===== src/design/itd_pkg.sv =====
package itd_pkg;
    localparam int WORD_W       = 14;
    localparam int DATA_W       = 8;
    localparam int ADDR_W       = 7;
    localparam int BIT_W        = 3;
    localparam int LIT_W        = 8;
    localparam int JUMP_W       = 11;
    localparam int BRANCH_W     = 9;
    localparam int MODE_W       = 2;
    localparam int OSC_PER_CYC  = 4;
    localparam int QPH_W        = 2;
    localparam int OSC_NS       = 10;
    // Instruction cycle length in ns, derived from oscillator period
    localparam int INSN_NS      = OSC_NS * OSC_PER_CYC;
    // Field positions
    localparam int DEST_POS     = 7;
    localparam int BIT_POS      = 7;
    localparam int PTR_POS      = 2;
    localparam int MODE_POS     = 0;
    localparam logic [WORD_W-1:0] NOP_WORD = 14'h0000;

    typedef enum logic [4:0] {
        ITD_OP_NOP, ITD_OP_BYTE_ALU, ITD_OP_ADD_WITH_CARRY, ITD_OP_SUB_WITH_BORROW,
        ITD_OP_CLEAR_F, ITD_OP_CLEAR_W, ITD_OP_MOVE_W_TO_F, ITD_OP_SKIP_DEC, ITD_OP_SKIP_INC,
        ITD_OP_BIT_CLEAR, ITD_OP_BIT_SET, ITD_OP_SKIP_IF_CLEAR, ITD_OP_SKIP_IF_SET,
        ITD_OP_LITERAL_ALU, ITD_OP_LOAD_PC_HIGH, ITD_OP_LOAD_BANK, ITD_OP_CALL, ITD_OP_CALL_BY_W,
        ITD_OP_RETURN, ITD_OP_RETURN_LIT, ITD_OP_INT_RETURN, ITD_OP_JUMP, ITD_OP_REL_BRANCH,
        ITD_OP_BRANCH_BY_W, ITD_OP_INDIRECT_MOVE, ITD_OP_OTHER
    } itd_op_t;

    typedef enum logic [1:0] {
        ITD_PRE_INC  = 2'h0,
        ITD_PRE_DEC  = 2'h1,
        ITD_POST_INC = 2'h2,
        ITD_POST_DEC = 2'h3
    } itd_ptr_mode_t;
endpackage


===== src/design/itd_dec_if.sv =====
`timescale 1ns/1ns
interface itd_dec_if;
    logic [itd_pkg::WORD_W-1:0] word;
    itd_pkg::itd_op_t           op;
    logic                       uses_file;
    logic                       two_cycle;
    logic                       cond_skip;
    logic                       indirect;
    logic                       dest_file;
    logic [itd_pkg::ADDR_W-1:0] faddr;
    logic [itd_pkg::BIT_W-1:0]  bitsel;
    logic [itd_pkg::LIT_W-1:0]  literal;
    logic                       ptr_sel;
    itd_pkg::itd_ptr_mode_t     ptr_mode;
    modport core (output word, input op, uses_file, two_cycle, cond_skip, indirect, dest_file,
                  faddr, bitsel, literal, ptr_sel, ptr_mode);
    modport dec  (input word, output op, uses_file, two_cycle, cond_skip, indirect, dest_file,
                  faddr, bitsel, literal, ptr_sel, ptr_mode);
endinterface


===== src/design/itd_field_dec.sv =====
`timescale 1ns/1ns
module itd_field_dec (
    itd_dec_if.dec d
);
    logic [13:0] w;
    assign w = d.word;

    always_comb begin
        d.op        = itd_pkg::ITD_OP_OTHER;
        d.uses_file = 1'b0;
        d.two_cycle = 1'b0;
        d.cond_skip = 1'b0;
        d.indirect  = 1'b0;
        // Don't-care bits are never looked at, so x=0 and x=1 decode alike
        // Patterns overlap, so the first match must win
        priority casez (w)
            14'b11_1101_????_????: begin
                d.op = itd_pkg::ITD_OP_ADD_WITH_CARRY;
            end
            14'b11_1011_????_????: begin
                d.op = itd_pkg::ITD_OP_SUB_WITH_BORROW;
            end
            14'b11_0001_1???_????: begin
                d.op = itd_pkg::ITD_OP_LOAD_PC_HIGH;
            end
            14'b00_0001_0000_00??: d.op = itd_pkg::ITD_OP_CLEAR_W;
            14'b00_0001_1???_????: d.op = itd_pkg::ITD_OP_CLEAR_F;
            14'b00_0000_1???_????: d.op = itd_pkg::ITD_OP_MOVE_W_TO_F;
            14'b00_0000_0000_0000: d.op = itd_pkg::ITD_OP_NOP;
            14'b00_0000_0000_1000: d.op = itd_pkg::ITD_OP_RETURN;
            14'b00_0000_0000_1001: d.op = itd_pkg::ITD_OP_INT_RETURN;
            14'b00_0000_0000_1010: d.op = itd_pkg::ITD_OP_CALL_BY_W;
            14'b00_0000_0000_1011: d.op = itd_pkg::ITD_OP_BRANCH_BY_W;
            14'b00_0000_0001_0???: d.op = itd_pkg::ITD_OP_INDIRECT_MOVE;
            14'b00_0000_001?_????: d.op = itd_pkg::ITD_OP_LOAD_BANK;
            14'b00_1011_????_????: d.op = itd_pkg::ITD_OP_SKIP_DEC;
            14'b00_1111_????_????: d.op = itd_pkg::ITD_OP_SKIP_INC;
            14'b00_????_????_????: d.op = itd_pkg::ITD_OP_BYTE_ALU;
            14'b01_00??_????_????: d.op = itd_pkg::ITD_OP_BIT_CLEAR;
            14'b01_01??_????_????: d.op = itd_pkg::ITD_OP_BIT_SET;
            14'b01_10??_????_????: d.op = itd_pkg::ITD_OP_SKIP_IF_CLEAR;
            14'b01_11??_????_????: d.op = itd_pkg::ITD_OP_SKIP_IF_SET;
            14'b10_0???_????_????: d.op = itd_pkg::ITD_OP_CALL;
            14'b10_1???_????_????: d.op = itd_pkg::ITD_OP_JUMP;
            14'b11_001?_????_????: d.op = itd_pkg::ITD_OP_REL_BRANCH;
            14'b11_0100_????_????: d.op = itd_pkg::ITD_OP_RETURN_LIT;
            14'b11_01??_????_????: d.op = itd_pkg::ITD_OP_BYTE_ALU;
            default:               d.op = itd_pkg::ITD_OP_LITERAL_ALU;
        endcase
        unique case (d.op)
            itd_pkg::ITD_OP_BYTE_ALU, itd_pkg::ITD_OP_ADD_WITH_CARRY, itd_pkg::ITD_OP_SUB_WITH_BORROW,
            itd_pkg::ITD_OP_CLEAR_F, itd_pkg::ITD_OP_MOVE_W_TO_F, itd_pkg::ITD_OP_BIT_CLEAR,
            itd_pkg::ITD_OP_BIT_SET: d.uses_file = 1'b1;
            itd_pkg::ITD_OP_SKIP_DEC, itd_pkg::ITD_OP_SKIP_INC, itd_pkg::ITD_OP_SKIP_IF_CLEAR,
            itd_pkg::ITD_OP_SKIP_IF_SET: begin
                d.uses_file = 1'b1;
                d.cond_skip = 1'b1;
            end
            itd_pkg::ITD_OP_CALL, itd_pkg::ITD_OP_CALL_BY_W: d.two_cycle = 1'b1;
            itd_pkg::ITD_OP_RETURN, itd_pkg::ITD_OP_RETURN_LIT,
            itd_pkg::ITD_OP_INT_RETURN: d.two_cycle = 1'b1;
            itd_pkg::ITD_OP_JUMP, itd_pkg::ITD_OP_REL_BRANCH,
            itd_pkg::ITD_OP_BRANCH_BY_W: d.two_cycle = 1'b1;
            itd_pkg::ITD_OP_INDIRECT_MOVE: d.indirect = 1'b1;
            default: begin
            end
        endcase
    end

    // Operand fields
    assign d.dest_file = w[itd_pkg::DEST_POS];
    assign d.faddr     = w[itd_pkg::ADDR_W-1:0];
    assign d.bitsel    = w[itd_pkg::BIT_POS +: itd_pkg::BIT_W];
    assign d.literal   = w[itd_pkg::LIT_W-1:0];
    assign d.ptr_sel   = w[itd_pkg::PTR_POS];
    assign d.ptr_mode  = itd_pkg::itd_ptr_mode_t'(w[itd_pkg::MODE_POS +: itd_pkg::MODE_W]);
endmodule


===== src/design/itd_core.sv =====
// Operation
// - Whole 14-bit word carries opcode and operands
// - Default instructions take one instruction cycle
// - Both call forms take two cycles
// - All return forms take two cycles
// - Jumps, branches, taken skips take two cycles
// - Indirect access to program memory adds cycle
// - Instruction cycle equals four oscillator clocks
// - File operands read, modify, write, except bit-test skips, which only read
// - Destination bit picks working or file
// - File address spans 0x00 to 0x7F
// - Bit field picks one of eight bits
// - Pointer field selects pointer zero or one
// - Don't-care bits never change decode
// - Two-bit mode picks pre/post increment/decrement
// - Literal operand comes from literal field
// - Add-with-carry decode and flag updates
// - Subtract-with-borrow decode and flag updates
// - Decrement skip: one cycle, two when zero
// - Load pc high literal, one cycle
`timescale 1ns/1ns
module itd_core (
    // Clock and reset
    input  wire logic                       clk,
    input  wire logic                       nrst,
    input  wire logic                       clk_en,
    // Instruction from program memory
    input  wire logic [itd_pkg::WORD_W-1:0] insn_word,
    // Data path context
    input  wire logic [itd_pkg::DATA_W-1:0] file_rdata,
    input  wire logic                       ptr_in_prog_mem,
    input  wire logic                       carry_in,
    input  wire logic                       skip_cond,
    // Fetch and file port
    output logic                            fetch_req,
    output logic                            file_rd,
    output logic                            file_wr,
    output logic [itd_pkg::ADDR_W-1:0]      file_addr,
    output logic [itd_pkg::DATA_W-1:0]      file_wdata,
    // Decoded results
    output logic                            w_wr,
    output logic [itd_pkg::DATA_W-1:0]      result,
    output logic [2:0]                      flags,
    output logic [itd_pkg::BIT_W-1:0]       bit_sel,
    output logic                            ptr_sel,
    output logic [itd_pkg::MODE_W-1:0]      ptr_mode,
    output logic [itd_pkg::LIT_W-1:0]       literal,
    output logic                            cycle_end,
    output logic                            flushed
);
    typedef enum logic [1:0] {
        ITD_Q1 = 2'b00,
        ITD_Q2 = 2'b01,
        ITD_Q3 = 2'b11,
        ITD_Q4 = 2'b10
    } itd_q_t;

    itd_dec_if dif ();
    itd_field_dec u_dec (.d(dif));

    itd_q_t                       q_r, q_nxt;
    logic [itd_pkg::WORD_W-1:0]   ir_r, ir_nxt;
    logic [1:0]                   extra_r, extra_nxt;
    logic                         flush_r, flush_nxt;
    logic [itd_pkg::DATA_W-1:0]   val_r, val_nxt;
    logic                         fetch_req_r, file_rd_r, file_wr_r, w_wr_r, cyc_end_r, flushed_r;
    logic                         fetch_req_nxt, file_rd_nxt, file_wr_nxt, w_wr_nxt, cyc_end_nxt, flushed_nxt;
    logic [2:0]                   flags_r, flags_nxt;
    logic [itd_pkg::DATA_W-1:0]   alu_res;
    logic [2:0]                   alu_flags;
    logic                         skip_taken;
    logic                         to_w_only;

    // Flags are {carry, digit carry, zero}
    function automatic logic [11:0] add_flags(input logic [7:0] a, input logic [7:0] b, input logic ci);
        logic [8:0] s;
        logic [4:0] h;
        s = {1'b0, a} + {1'b0, b} + {8'h00, ci};
        h = {1'b0, a[3:0]} + {1'b0, b[3:0]} + {4'h0, ci};
        return {s[7:0], 1'b0, s[8], h[4], s[7:0] == 8'h00};
    endfunction

    assign dif.word = ir_r;

    // Literal-class results go to the working register only
    assign to_w_only = (dif.op == itd_pkg::ITD_OP_LITERAL_ALU) | (dif.op == itd_pkg::ITD_OP_RETURN_LIT) |
                       (dif.op == itd_pkg::ITD_OP_CLEAR_W);

    always_comb begin
        logic [11:0] r;
        r         = 12'h000;
        alu_res   = val_r;
        alu_flags = flags_r;
        unique case (dif.op)
            itd_pkg::ITD_OP_ADD_WITH_CARRY: begin
                r         = add_flags(file_rdata, val_r, carry_in);
                alu_res   = r[11:4];
                alu_flags = r[2:0];
            end
            itd_pkg::ITD_OP_SUB_WITH_BORROW: begin
                r         = add_flags(file_rdata, ~val_r, carry_in);
                alu_res   = r[11:4];
                alu_flags = r[2:0];
            end
            itd_pkg::ITD_OP_SKIP_DEC: alu_res = file_rdata - 8'h01;
            itd_pkg::ITD_OP_SKIP_INC: alu_res = file_rdata + 8'h01;
            itd_pkg::ITD_OP_BIT_CLEAR: alu_res = file_rdata & ~(8'h01 << dif.bitsel);
            itd_pkg::ITD_OP_BIT_SET: alu_res = file_rdata | (8'h01 << dif.bitsel);
            itd_pkg::ITD_OP_CLEAR_F, itd_pkg::ITD_OP_CLEAR_W: alu_res = 8'h00;
            itd_pkg::ITD_OP_MOVE_W_TO_F: alu_res = val_r;
            itd_pkg::ITD_OP_LITERAL_ALU, itd_pkg::ITD_OP_LOAD_PC_HIGH,
            itd_pkg::ITD_OP_RETURN_LIT: alu_res = dif.literal;
            default: alu_res = file_rdata;
        endcase
    end

    // Skip decision: zero result for count skips, bit test otherwise
    always_comb begin
        unique case (dif.op)
            itd_pkg::ITD_OP_SKIP_DEC, itd_pkg::ITD_OP_SKIP_INC: skip_taken = (alu_res == 8'h00);
            itd_pkg::ITD_OP_SKIP_IF_CLEAR: skip_taken = ~file_rdata[dif.bitsel];
            itd_pkg::ITD_OP_SKIP_IF_SET: skip_taken = file_rdata[dif.bitsel];
            default: skip_taken = skip_cond & 1'b0;
        endcase
    end

    // Four oscillator clocks per instruction cycle: Q1 decode, Q2 read, Q3 modify, Q4 write
    always_comb begin
        q_nxt         = q_r;
        ir_nxt        = ir_r;
        extra_nxt     = extra_r;
        flush_nxt     = flush_r;
        val_nxt       = val_r;
        flags_nxt     = flags_r;
        fetch_req_nxt = 1'b0;
        file_rd_nxt   = 1'b0;
        file_wr_nxt   = 1'b0;
        w_wr_nxt      = 1'b0;
        cyc_end_nxt   = 1'b0;
        flushed_nxt   = flushed_r;
        unique case (q_r)
            ITD_Q1: begin
                q_nxt = ITD_Q2;
                if (extra_r == 2'd0) begin
                    file_rd_nxt = dif.uses_file;
                end
            end
            ITD_Q2: q_nxt = ITD_Q3;
            ITD_Q3: q_nxt = ITD_Q4;
            ITD_Q4: begin
                q_nxt       = ITD_Q1;
                cyc_end_nxt = 1'b1;
                if (extra_r != 2'd0) begin
                    extra_nxt = extra_r - 2'd1;
                    if (extra_r == 2'd1) begin
                        // Extra slot over: the next word is taken now
                        fetch_req_nxt = 1'b1;
                        ir_nxt        = insn_word;
                        flush_nxt     = 1'b0;
                        flushed_nxt   = 1'b0;
                    end
                end else begin
                    if (!flush_r && (dif.uses_file || to_w_only) && dif.op != itd_pkg::ITD_OP_SKIP_IF_CLEAR &&
                        dif.op != itd_pkg::ITD_OP_SKIP_IF_SET) begin
                        file_wr_nxt = dif.uses_file & (dif.dest_file | (dif.op == itd_pkg::ITD_OP_CLEAR_F) |
                                      (dif.op == itd_pkg::ITD_OP_MOVE_W_TO_F) |
                                      (dif.op == itd_pkg::ITD_OP_BIT_CLEAR) |
                                      (dif.op == itd_pkg::ITD_OP_BIT_SET));
                        w_wr_nxt    = ~file_wr_nxt;
                        val_nxt     = alu_res;
                        flags_nxt   = alu_flags;
                    end
                    // Extra cycle count beyond the default single cycle
                    extra_nxt = {1'b0, dif.two_cycle | (dif.cond_skip & skip_taken)} +
                                {1'b0, dif.indirect & ptr_in_prog_mem};
                    // The prefetched word is replaced by a no-op
                    flush_nxt   = dif.two_cycle | (dif.cond_skip & skip_taken);
                    flushed_nxt = flush_nxt;
                    // A taken skip consumes the word it drops; a jump refuses it, its target comes next
                    fetch_req_nxt = (extra_nxt == 2'd0) || (dif.cond_skip && skip_taken);
                    // An indirect stall keeps its word so the operand fields stand
                    ir_nxt = flush_nxt ? itd_pkg::NOP_WORD : ((extra_nxt == 2'd0) ? insn_word : ir_r);
                end
            end
            default: q_nxt = ITD_Q1;
        endcase
    end

    always_ff @(posedge clk or negedge nrst) begin
        if (!nrst) begin
            q_r         <= ITD_Q1;
            ir_r        <= itd_pkg::NOP_WORD;
            extra_r     <= 2'd0;
            flush_r     <= 1'b0;
            val_r       <= 8'h00;
            flags_r     <= 3'h0;
            fetch_req_r <= 1'b0;
            file_rd_r   <= 1'b0;
            file_wr_r   <= 1'b0;
            w_wr_r      <= 1'b0;
            cyc_end_r   <= 1'b0;
            flushed_r   <= 1'b0;
        end else if (clk_en) begin
            q_r         <= q_nxt;
            ir_r        <= ir_nxt;
            extra_r     <= extra_nxt;
            flush_r     <= flush_nxt;
            val_r       <= val_nxt;
            flags_r     <= flags_nxt;
            fetch_req_r <= fetch_req_nxt;
            file_rd_r   <= file_rd_nxt;
            file_wr_r   <= file_wr_nxt;
            w_wr_r      <= w_wr_nxt;
            cyc_end_r   <= cyc_end_nxt;
            flushed_r   <= flushed_nxt;
        end
    end

    // Operand fields are registered copies so that outputs come from flip-flops
    logic [itd_pkg::ADDR_W-1:0] addr_r;
    logic [itd_pkg::BIT_W-1:0]  bit_r;
    logic                       ps_r;
    logic [itd_pkg::MODE_W-1:0] pm_r;
    logic [itd_pkg::LIT_W-1:0]  lit_r;
    always_ff @(posedge clk or negedge nrst) begin
        if (!nrst) begin
            addr_r <= 7'h00;
            bit_r  <= 3'h0;
            ps_r   <= 1'b0;
            pm_r   <= 2'h0;
            lit_r  <= 8'h00;
        end else if (clk_en) begin
            addr_r <= dif.faddr;
            bit_r  <= dif.bitsel;
            ps_r   <= dif.ptr_sel;
            pm_r   <= dif.ptr_mode;
            lit_r  <= dif.literal;
        end
    end

    assign fetch_req  = fetch_req_r;
    assign file_rd    = file_rd_r;
    assign file_wr    = file_wr_r;
    assign w_wr       = w_wr_r;
    assign file_addr  = addr_r;
    assign file_wdata = val_r;
    assign result     = val_r;
    assign flags      = flags_r;
    assign bit_sel    = bit_r;
    assign ptr_sel    = ps_r;
    assign ptr_mode   = pm_r;
    assign literal    = lit_r;
    assign cycle_end  = cyc_end_r;
    assign flushed    = flushed_r;
endmodule


===== config.mk =====
export PLATFORM = sky130hd
export DESIGN_NAME = itd_core
export DESIGN_NICKNAME = d
export VERILOG_FILES = /design/src/design/itd_pkg.sv /design/src/design/itd_dec_if.sv /design/src/design/itd_field_dec.sv /design/src/design/itd_core.sv
export SDC_FILE = /design/constraint.sdc
export NUM_CORES = 1
export LEC_CHECK = 0
export ABC_AREA = 0
export BUFFER_PORTS_ARGS = -buffer_cell sky130_fd_sc_hd__buf_2
export CORE_ASPECT_RATIO = 0.6
export CORE_MARGIN = 5
export CORE_UTILIZATION = 25
export CTS_BUF_LIST = sky130_fd_sc_hd__clkbuf_16
export DETAILED_ROUTE_END_ITERATION = 8
export GPL_TIMING_DRIVEN = 0
export MAX_ROUTING_LAYER = met4
export PLACE_DENSITY_LB_ADDON = 0.12
export SYNTH_ARGS = -nofsm -noshare
export SYNTH_HDL_FRONTEND = slang
export SYNTH_SLANG_ARGS = --single-unit
export TNS_END_PERCENT = 30

===== constraint.sdc =====
create_clock -name clk -period 10.31 [get_ports clk]
set_input_delay 0 -clock clk [delete_from_list [all_inputs] [get_ports clk]]
set_output_delay 0 -clock clk [all_outputs]
set_load 0.05 [all_outputs]

After elaboration in Yosys (flattened, before gate mapping). Cells that the tools add are included.

Register bits: 56. Input bits: 28. Output and inout bits: 46. Word-level logic and storage cells: 161.

Add/sub/neg operators: 12. $lt $le $gt $ge: 1. Equal/unequal tests: 53. Shift-type cells: 1. Muxes and demuxes: 32. Bitwise gates (word level): 17. Reduce and logical (&&, ||, !) cells: 29.

Operators with widths (count): one-hot mux 5 bit (15 select lines) (1); one-hot mux 8 bit (9 select lines) (1); == test 14 x 4 -> 1 bit, second input constant (4); 2-to-1 mux 14 bit (4); == test 5 bit, second input constant (10); one-hot mux 5 bit (9 select lines) (1); == test 5 x 4 -> 1 bit, second input constant (7); logical NOT 8 bit (3); == test 5 x 3 -> 1 bit, second input constant (4); 2-to-1 mux 1 bit (19); adder 8 x 8 -> 9 bit (2); adder 9 x 1 -> 9 bit (2); == test 6 bit, second input constant (3); == test 4 x 3 -> 1 bit, second input constant (4); inverter 8 bit (2); logical NOT 14 bit (1); == test 12 x 7 -> 1 bit, second input constant (1); == test 6 x 4 -> 1 bit, second input constant (2); == test 11 x 2 -> 1 bit, second input constant (1); OR reduction 11 bit (1); adder 4 x 4 -> 5 bit (2); adder 5 x 1 -> 5 bit (2); == test 5 x 2 -> 1 bit, second input constant (2); != test 5 x 4 -> 1 bit, second input constant (2); 41 further kinds (64).

Logic depth before layout (Yosys ltp).
Depth in word-level cells: 16. Gate-level depth with buffers: 18. Depth with buffers taken out: 17.

By module. Synthesis repeated with hierarchy kept, for this count alone.

Cell total of the unflattened synthesis: 693. Area, all modules: 5820.6 um^2.

By module, submodules not included: itd_core (times used 1, cells an instance 579, area each 5033.6 um^2, seq. area each 1401.3 um^2); itd_field_dec (times used 1, cells an instance 114, area each 787.0 um^2, seq. area each 0.0 um^2).

Least setup slack after synthesis. Ideal clock, no wire load.

Path kind: register to register. Start point: register val_r, in the netlist file_wdata[0]. End point: register ir_r, in the netlist dif.word[0]. Library setup time: 96 ps. Arrival time: 4857 ps. Data required time: 10214 ps. Path slack: 5358 ps. Stages on the path, launching flop included: 18. Buffers on the path: 1. Period minus slack after synthesis: 4952 ps. Cells stage by stage: dfrtp_1 > inv_1 > fa_1 > fa_1 > o21bai_1 > a21oi_1 > o31ai_1 > xnor2_1 > a2bb2oi_1 > o211ai_1 > or4_4 > a2111oi_4 > nor3_1 > ha_1 > or4_1 > o21a_2 > buf_6 > o32ai_2.

Longest elaborated chain between the ends: 12. Elaborated cells between the ends (all ways): 16. Classes of those cells: add/sub: 5; mux: 4; bitwise: 3; reduce/logical: 4.

Ends and longest elaborated chain: from (decl) (RTL line itd_core.sv:65) `logic [itd_pkg::DATA_W-1:0] val_r, val_nxt;`; from (signal assigned) (RTL line itd_core.sv:208) `val_r <= val_nxt;`; inverter 8 bit (RTL line itd_core.sv:101) `r = add_flags(file_rdata, ~val_r, carry_in);`; adder 8 x 8 -> 9 bit (RTL line itd_core.sv:78) `s = {1'b0, a} + {1'b0, b} + {8'h00, ci};`; adder 9 x 1 -> 9 bit (RTL line itd_core.sv:78); one-hot mux 8 bit (9 select lines) (*) (RTL line itd_core.sv:94) `unique case (dif.op)`; logical NOT 8 bit (*) (RTL line itd_core.sv:120) `itd_pkg::ITD_OP_SKIP_DEC, itd_pkg::ITD_OP_SKIP_INC: skip_taken = (alu_res == 8'h00);`; one-hot mux 1 bit (3 select lines) (*) (RTL line itd_core.sv:119) `unique case (dif.op)`; AND 1 bit (*) (RTL line itd_core.sv:174, itd_core.sv:177); OR 1 bit (*) (RTL line itd_core.sv:174, itd_core.sv:177); adder 1 x 1 -> 2 bit (RTL line itd_core.sv:174) `extra_nxt = {1'b0, dif.two_cycle | (dif.cond_skip & skip_taken)} +`; logical NOT 2 bit (RTL line itd_core.sv:182) `ir_nxt = flush_nxt ? itd_pkg::NOP_WORD : ((extra_nxt == 2'd0) ? insn_word : ir_r);`; nonzero test 3 bit (no source line); AND reduction 4 bit (no source line); to (signal assigned) (RTL line itd_core.sv:192) `ir_r <= itd_pkg::NOP_WORD;`; to (signal assigned) (RTL line itd_core.sv:205) `ir_r <= ir_nxt;`; to (decl) (RTL line itd_core.sv:62) `logic [itd_pkg::WORD_W-1:0] ir_r, ir_nxt;`.

Every way passes the cells marked *; elsewhere a longest branch is shown, timed or not. A chain may end at the register's enable or synchronous reset.

Final worst setup path.
Start point: register ir_r, in the netlist dif.word[8]. End point: register ir_r, in the netlist dif.word[11].

Longest elaborated chain between the ends: 14. Elaborated cells between the ends (all ways): 67. Classes of those cells: add/sub: 1; eq/ne: 37; shift: 1; mux: 11; bitwise: 7; reduce/logical: 10.

Ends and longest elaborated chain: == test 6 bit (RTL line itd_field_dec.sv:16) `priority casez (w)`; one-hot mux 5 bit (9 select lines) (RTL line itd_field_dec.sv:16); one-hot mux 5 bit (15 select lines) (RTL line itd_field_dec.sv:16); == test 5 x 4 -> 1 bit, or another cell as far along (RTL line itd_core.sv:94); OR reduction 3 bit or OR reduction 2 bit (tied branches) (RTL line itd_core.sv:94); one-hot mux 8 bit (9 select lines) (RTL line itd_core.sv:94); logical NOT 8 bit (RTL line itd_core.sv:120); one-hot mux 1 bit (3 select lines) (RTL line itd_core.sv:119); AND 1 bit (RTL line itd_core.sv:174, itd_core.sv:177); OR 1 bit (RTL line itd_core.sv:174, itd_core.sv:177); adder 1 x 1 -> 2 bit (RTL line itd_core.sv:174); logical NOT 2 bit (RTL line itd_core.sv:182); nonzero test 3 bit (no source line); AND reduction 4 bit (no source line).

Parallel ways exist; a longest one is shown, timed or not. The select of a mux whose other input is x is not followed.

==> out/qor.log <==
qor: floorplanning.row_count 37
qor: global_routing.number_of_antenna_violations_at_the_first_check_in_global_routing 1
qor: yosys.register_bit_total_from_synthesis 45
qor: clocking.cts_max_level 2
qor: clocking.clock_tree.root_cell sky130_fd_sc_hd__clkbuf_16
qor: global_routing.grt_first_pass_wirelength 26500 um
qor: power_and_ir_drop.power.share.switching 58.2%
qor: critical_path.slowest_delay 0.70 ns
qor: critical_path.critical_path_arrival 6.26 ns
qor: layout.layout-drive-gt1-share 23.5%
qor: drt.drc_errors 0
qor: power_and_ir_drop.p_clk_share 10.2%
qor: floorplanning.io_pins 74
qor: place.place.port_buffers 71
qor: yosys.synth.lib_cells_used.distinct 82
qor: yosys.synth_top_flop_cell sky130_fd_sc_hd__dfrtp_1
qor: clocking.numCtsBuffers 5
qor: drt.detailedRoute.firstIterationViolations 472
qor: yosys.syn-mean-instance-area 8.43 um^2
qor: critical_path.criticalPathCategory reg -> reg
qor: floorplanning.fp.coreArea 0.0172 mm^2
qor: place.gp_routability_congestion 0.984
qor: yosys.synth_warnings 0
qor: sta.hold_violations 0
qor: global_routing.grt_overflow_total 0
qor: floorplanning.die_w 182 um
qor: sta.post_layout_min_period 6.10 ns
qor: clocking.hold_buffers 15
qor: floorplanning.chip_height 113 um
qor: layout.num_antenna_cells 0
qor: drt.drt-total-wl 17100 um
qor: power_and_ir_drop.total_leakage_power 2.34 nW
qor: sta.timing.clock.skew 0.0117 ns
qor: critical_path.worstSetupEndpointType flop
qor: critical_path.critPathSlowestCell sky130_fd_sc_hd__or4_1
qor: global_routing.first_global_vias 4347
qor: critical_path.critical_path_buffers_and_inverters 2
qor: sta.timing.slew.headroom 23.0%
qor: sta.setup_repair_after_global_routing_missed_its_margin no
qor: clocking.post-cts-setup-buffer-count 0
qor: sta.fin_crit_sh 59.2%
qor: yosys.syn-num-nets 579
qor: floorplanning.initial_core_utilization 25.6%
qor: power_and_ir_drop.combinationalPowerShare 71.2%
qor: drt.final_antenna_net_count 0
qor: clocking.clkLatencyLatePin 0.30 ns
qor: clocking.cts_tree yes
qor: layout.nNetsFinal 672
qor: critical_path.worstSetupStartpointType flop
qor: sta.timing.final.setup_violations 0
qor: power_and_ir_drop.irDropWorstVdd 0.204 mV
qor: sta.maxSlewViolCount 0
qor: yosys.postSynth.asyncResetShare 100%
qor: place.detailed_place_hpwl 13500 um
qor: global_routing.pin_count_of_the_biggest_net_entering_global_routing 46
qor: clocking.clk_transition_reported_paths 0.07 ns
qor: yosys.netlist_instances 524
qor: critical_path.crit_fanout 10
qor: yosys.post_synthesis_sequential_area_ratio 25.5%
qor: power_and_ir_drop.seqPwrFrac 18.5%
qor: yosys.synthesis.area 0.00442 mm^2
qor: clocking.post_cts_resized 0
qor: critical_path.cp_cell_sequence clkbuf_1 > nand3_1 > or4_1 > ha_1 > a21o_1 > a21oi_1 > a21oi_1 > or3_1 > nand4_1 > nor4bb_1 > nand4_1 > a2111oi_4 > nor3_1 > ha_1 > or4_1 > nor2_2 > buf_6 > o32ai_2
qor: drt.dr_total_vias 4547
qor: sta.timing.fmax 164 MHz
qor: power_and_ir_drop.total_net_switching_power 1.14 mW
qor: layout.area_growth_syn_to_layout 22.0%
qor: sta.setup_tns 0 ns
qor: critical_path.required 10.47 ns
qor: run_status.status finished clean
qor: drt.post_drt_wl_per_cell 20.1 um
qor: layout.final_core_utilization 31.3%
qor: power_and_ir_drop.internal_power 0.815 mW
qor: clocking.cts.sinks 45
qor: run.maxCapViolCount 0
qor: sta.worst_slew_pin_slew 1.15 ns
qor: drt.detail_route.vias_per_cell 5.34
qor: yosys.synth-edff-count 0
qor: clocking.cts-root-to-sink-buffers 2
qor: drt.drtPass1Iterations 7
qor: power_and_ir_drop.power_per_cell_area 362 mW/mm^2
qor: critical_path.timing.critical_path.max_delay_family simple AND/OR/NAND/NOR gates
qor: global_routing.total_routing_resource_utilization_after_global_routing 16.9%
qor: min_path.holdCritPathClass in -> reg
qor: floorplanning.floorplan.die_area 0.0205 mm^2
## worst paths after layout
kind | slack [ns] | end | from | cells after the start
max | 4.21 | dif.word[11] | dif.word[8] | 18
min | 0.07 | file_wdata[3] | file_rdata[3] | 3
max reg2reg | 4.21 | dif.word[11] | dif.word[8] | 18
min reg2reg | 0.50 | fetch_req | fetch_req | 1
max in group asynchronous | 9.16 | file_wdata[3] | nrst | 2
min in group asynchronous | 0.45 | flags[0] | nrst | 2
## power by group through the flow
stage	logic (mW)	clock network (mW)	registers [mW]
4_1_cts	1.38	0.202	0.364
5_1_grt	1.49	0.209	0.379
2_1_floorplan	0.878	0	0.487
3_5_place_dp	1.37	0	0.365
6_report	1.39	0.199	0.362
3_3_place_gp	1.37	0	0.362
## per-stage QoR
step | setup slack, ns | hold WS [ns] | total power [mW] | instance area (um^2) | instances
floorplan | 5.36 | -0.296 | 1.36 | 4420 | 524
global placement | 4.30 | 0.265 | 1.73 | 5060 | 829
detailed placement | 4.36 | 0.268 | 1.73 | 5060 | 829
CTS | 4.32 | 0.0759 | 1.94 | 5390 | 852
global route | 3.91 | 0.0786 | 2.08 | 5390 | 852
finish | 4.21 | 0.0749 | 1.95 | 5390 | 852
## worst min-delay path, cell delays in order
cell                      delay (ns)
sky130_fd_sc_hd__buf_2          0.14
sky130_fd_sc_hd__o31ai_1        0.08
sky130_fd_sc_hd__a41oi_1        0.11
## synthesized netlist by cell type, drive strengths merged (3+ instances only)
master	n	area, um^2
o2111ai	3	26.3
xor2	7	61.3
nand3b	3	22.5
o311ai	3	26.3
a221oi	4	35.0
a2111oi	3	46.3
ha	22	275
or4	5	45.0
buf	28	223
nor2b	6	45.0
o2bb2ai	3	26.3
o22ai	8	50.1
nand2	49	184
xnor2	9	78.8
nor4	5	37.5
and3	7	48.8
a21oi	26	130
a211oi	6	50.1
a21o	5	37.5
dfrtp	45	1130
o31a	3	27.5
nand2b	4	25.0
o21bai	4	30.0
inv	40	150
and2	3	18.8
a22oi	7	52.6
clkbuf	20	75.1
a2bb2oi	3	26.3
o32ai	14	198
nor3	12	60.1
mux2i	4	40.0
a31oi	12	75.1
o221ai	3	26.3
o21ai	23	115
mux2	11	124
o211ai	4	30.0
nor2	44	175
nand4	8	50.1
o31ai	6	45.0
fa	5	100
nand3	13	65.1
## placed cells by master (no fill, tap or decap), drive strengths merged, types with 4 or more instances in the layout
cell type    instances
a31oi               12
nor4                 5
or4                  5
a221oi               4
nand2b               4
buf                 99
o21ai               23
dlygate4sd3         15
o21bai               4
and3                 7
mux2                11
nor2b                6
fa                   5
nand2               49
o31ai                6
mux2i                4
a22oi                7
inv                 41
dfrtp               45
nor2                44
a211oi               6
ha                  22
a21oi               26
nand3               13
a21o                 5
xor2                 7
o32ai               14
o211ai               4
nor3                12
xnor2                9
nand4                8
o22ai                8
clkbuf              25
## flip-flops by register name, summed over array words and instances, names as in the netlist
signal / flops
fetch_req: 1
extra_r: 2
bit_sel: 3
literal: 1
file_wdata: 8
dif.word: 14
w_wr: 1
q_r: 2
file_addr: 6
flushed: 1
flags: 3
file_wr: 1
cycle_end: 1
file_rd: 1
## cell families after synthesis
logic type | count (synthesis) | synth area share, %
simple gates | 174 | 20.6
compound gates | 157 | 27.3
buf+inv | 88 | 10.1
flops | 45 | 25.5
fa+ha+maj | 27 | 8.50
mux | 17 | 4.73
xor+xnor | 16 | 3.17
## routing by layer
| layer | global-route usage, % | share of wire [%] | wire (um) | up-vias |
|---|---|---|---|---|
| met4 | 1.85 | 0.77 | 131 | 0 |
| met3 | 3.08 | 8.1 | 1390 | 11 |
| li1 | - | - | - | 2117 |
| met5 | - | 0 | 0 | - |
| met1 | 28.7 | 56 | 9540 | 2220 |
| met2 | 20.3 | 35 | 6070 | 199 |
## cell type report
| class | instances | area [um^2] |
|---|---|---|
| timing repair buffer | 86 | 505 |
| clock buffer | 5 | 125 |
| sequential | 45 | 1130 |
| multi-input combinational | 391 | 2840 |
| inverter | 40 | 150 |
| buffer | 48 | 298 |
| tap | 234 | 293 |
| clock inverter | 3 | 50.0 |
| fill | 1865 | 11800 |
(Power assumes the default switching activity.)
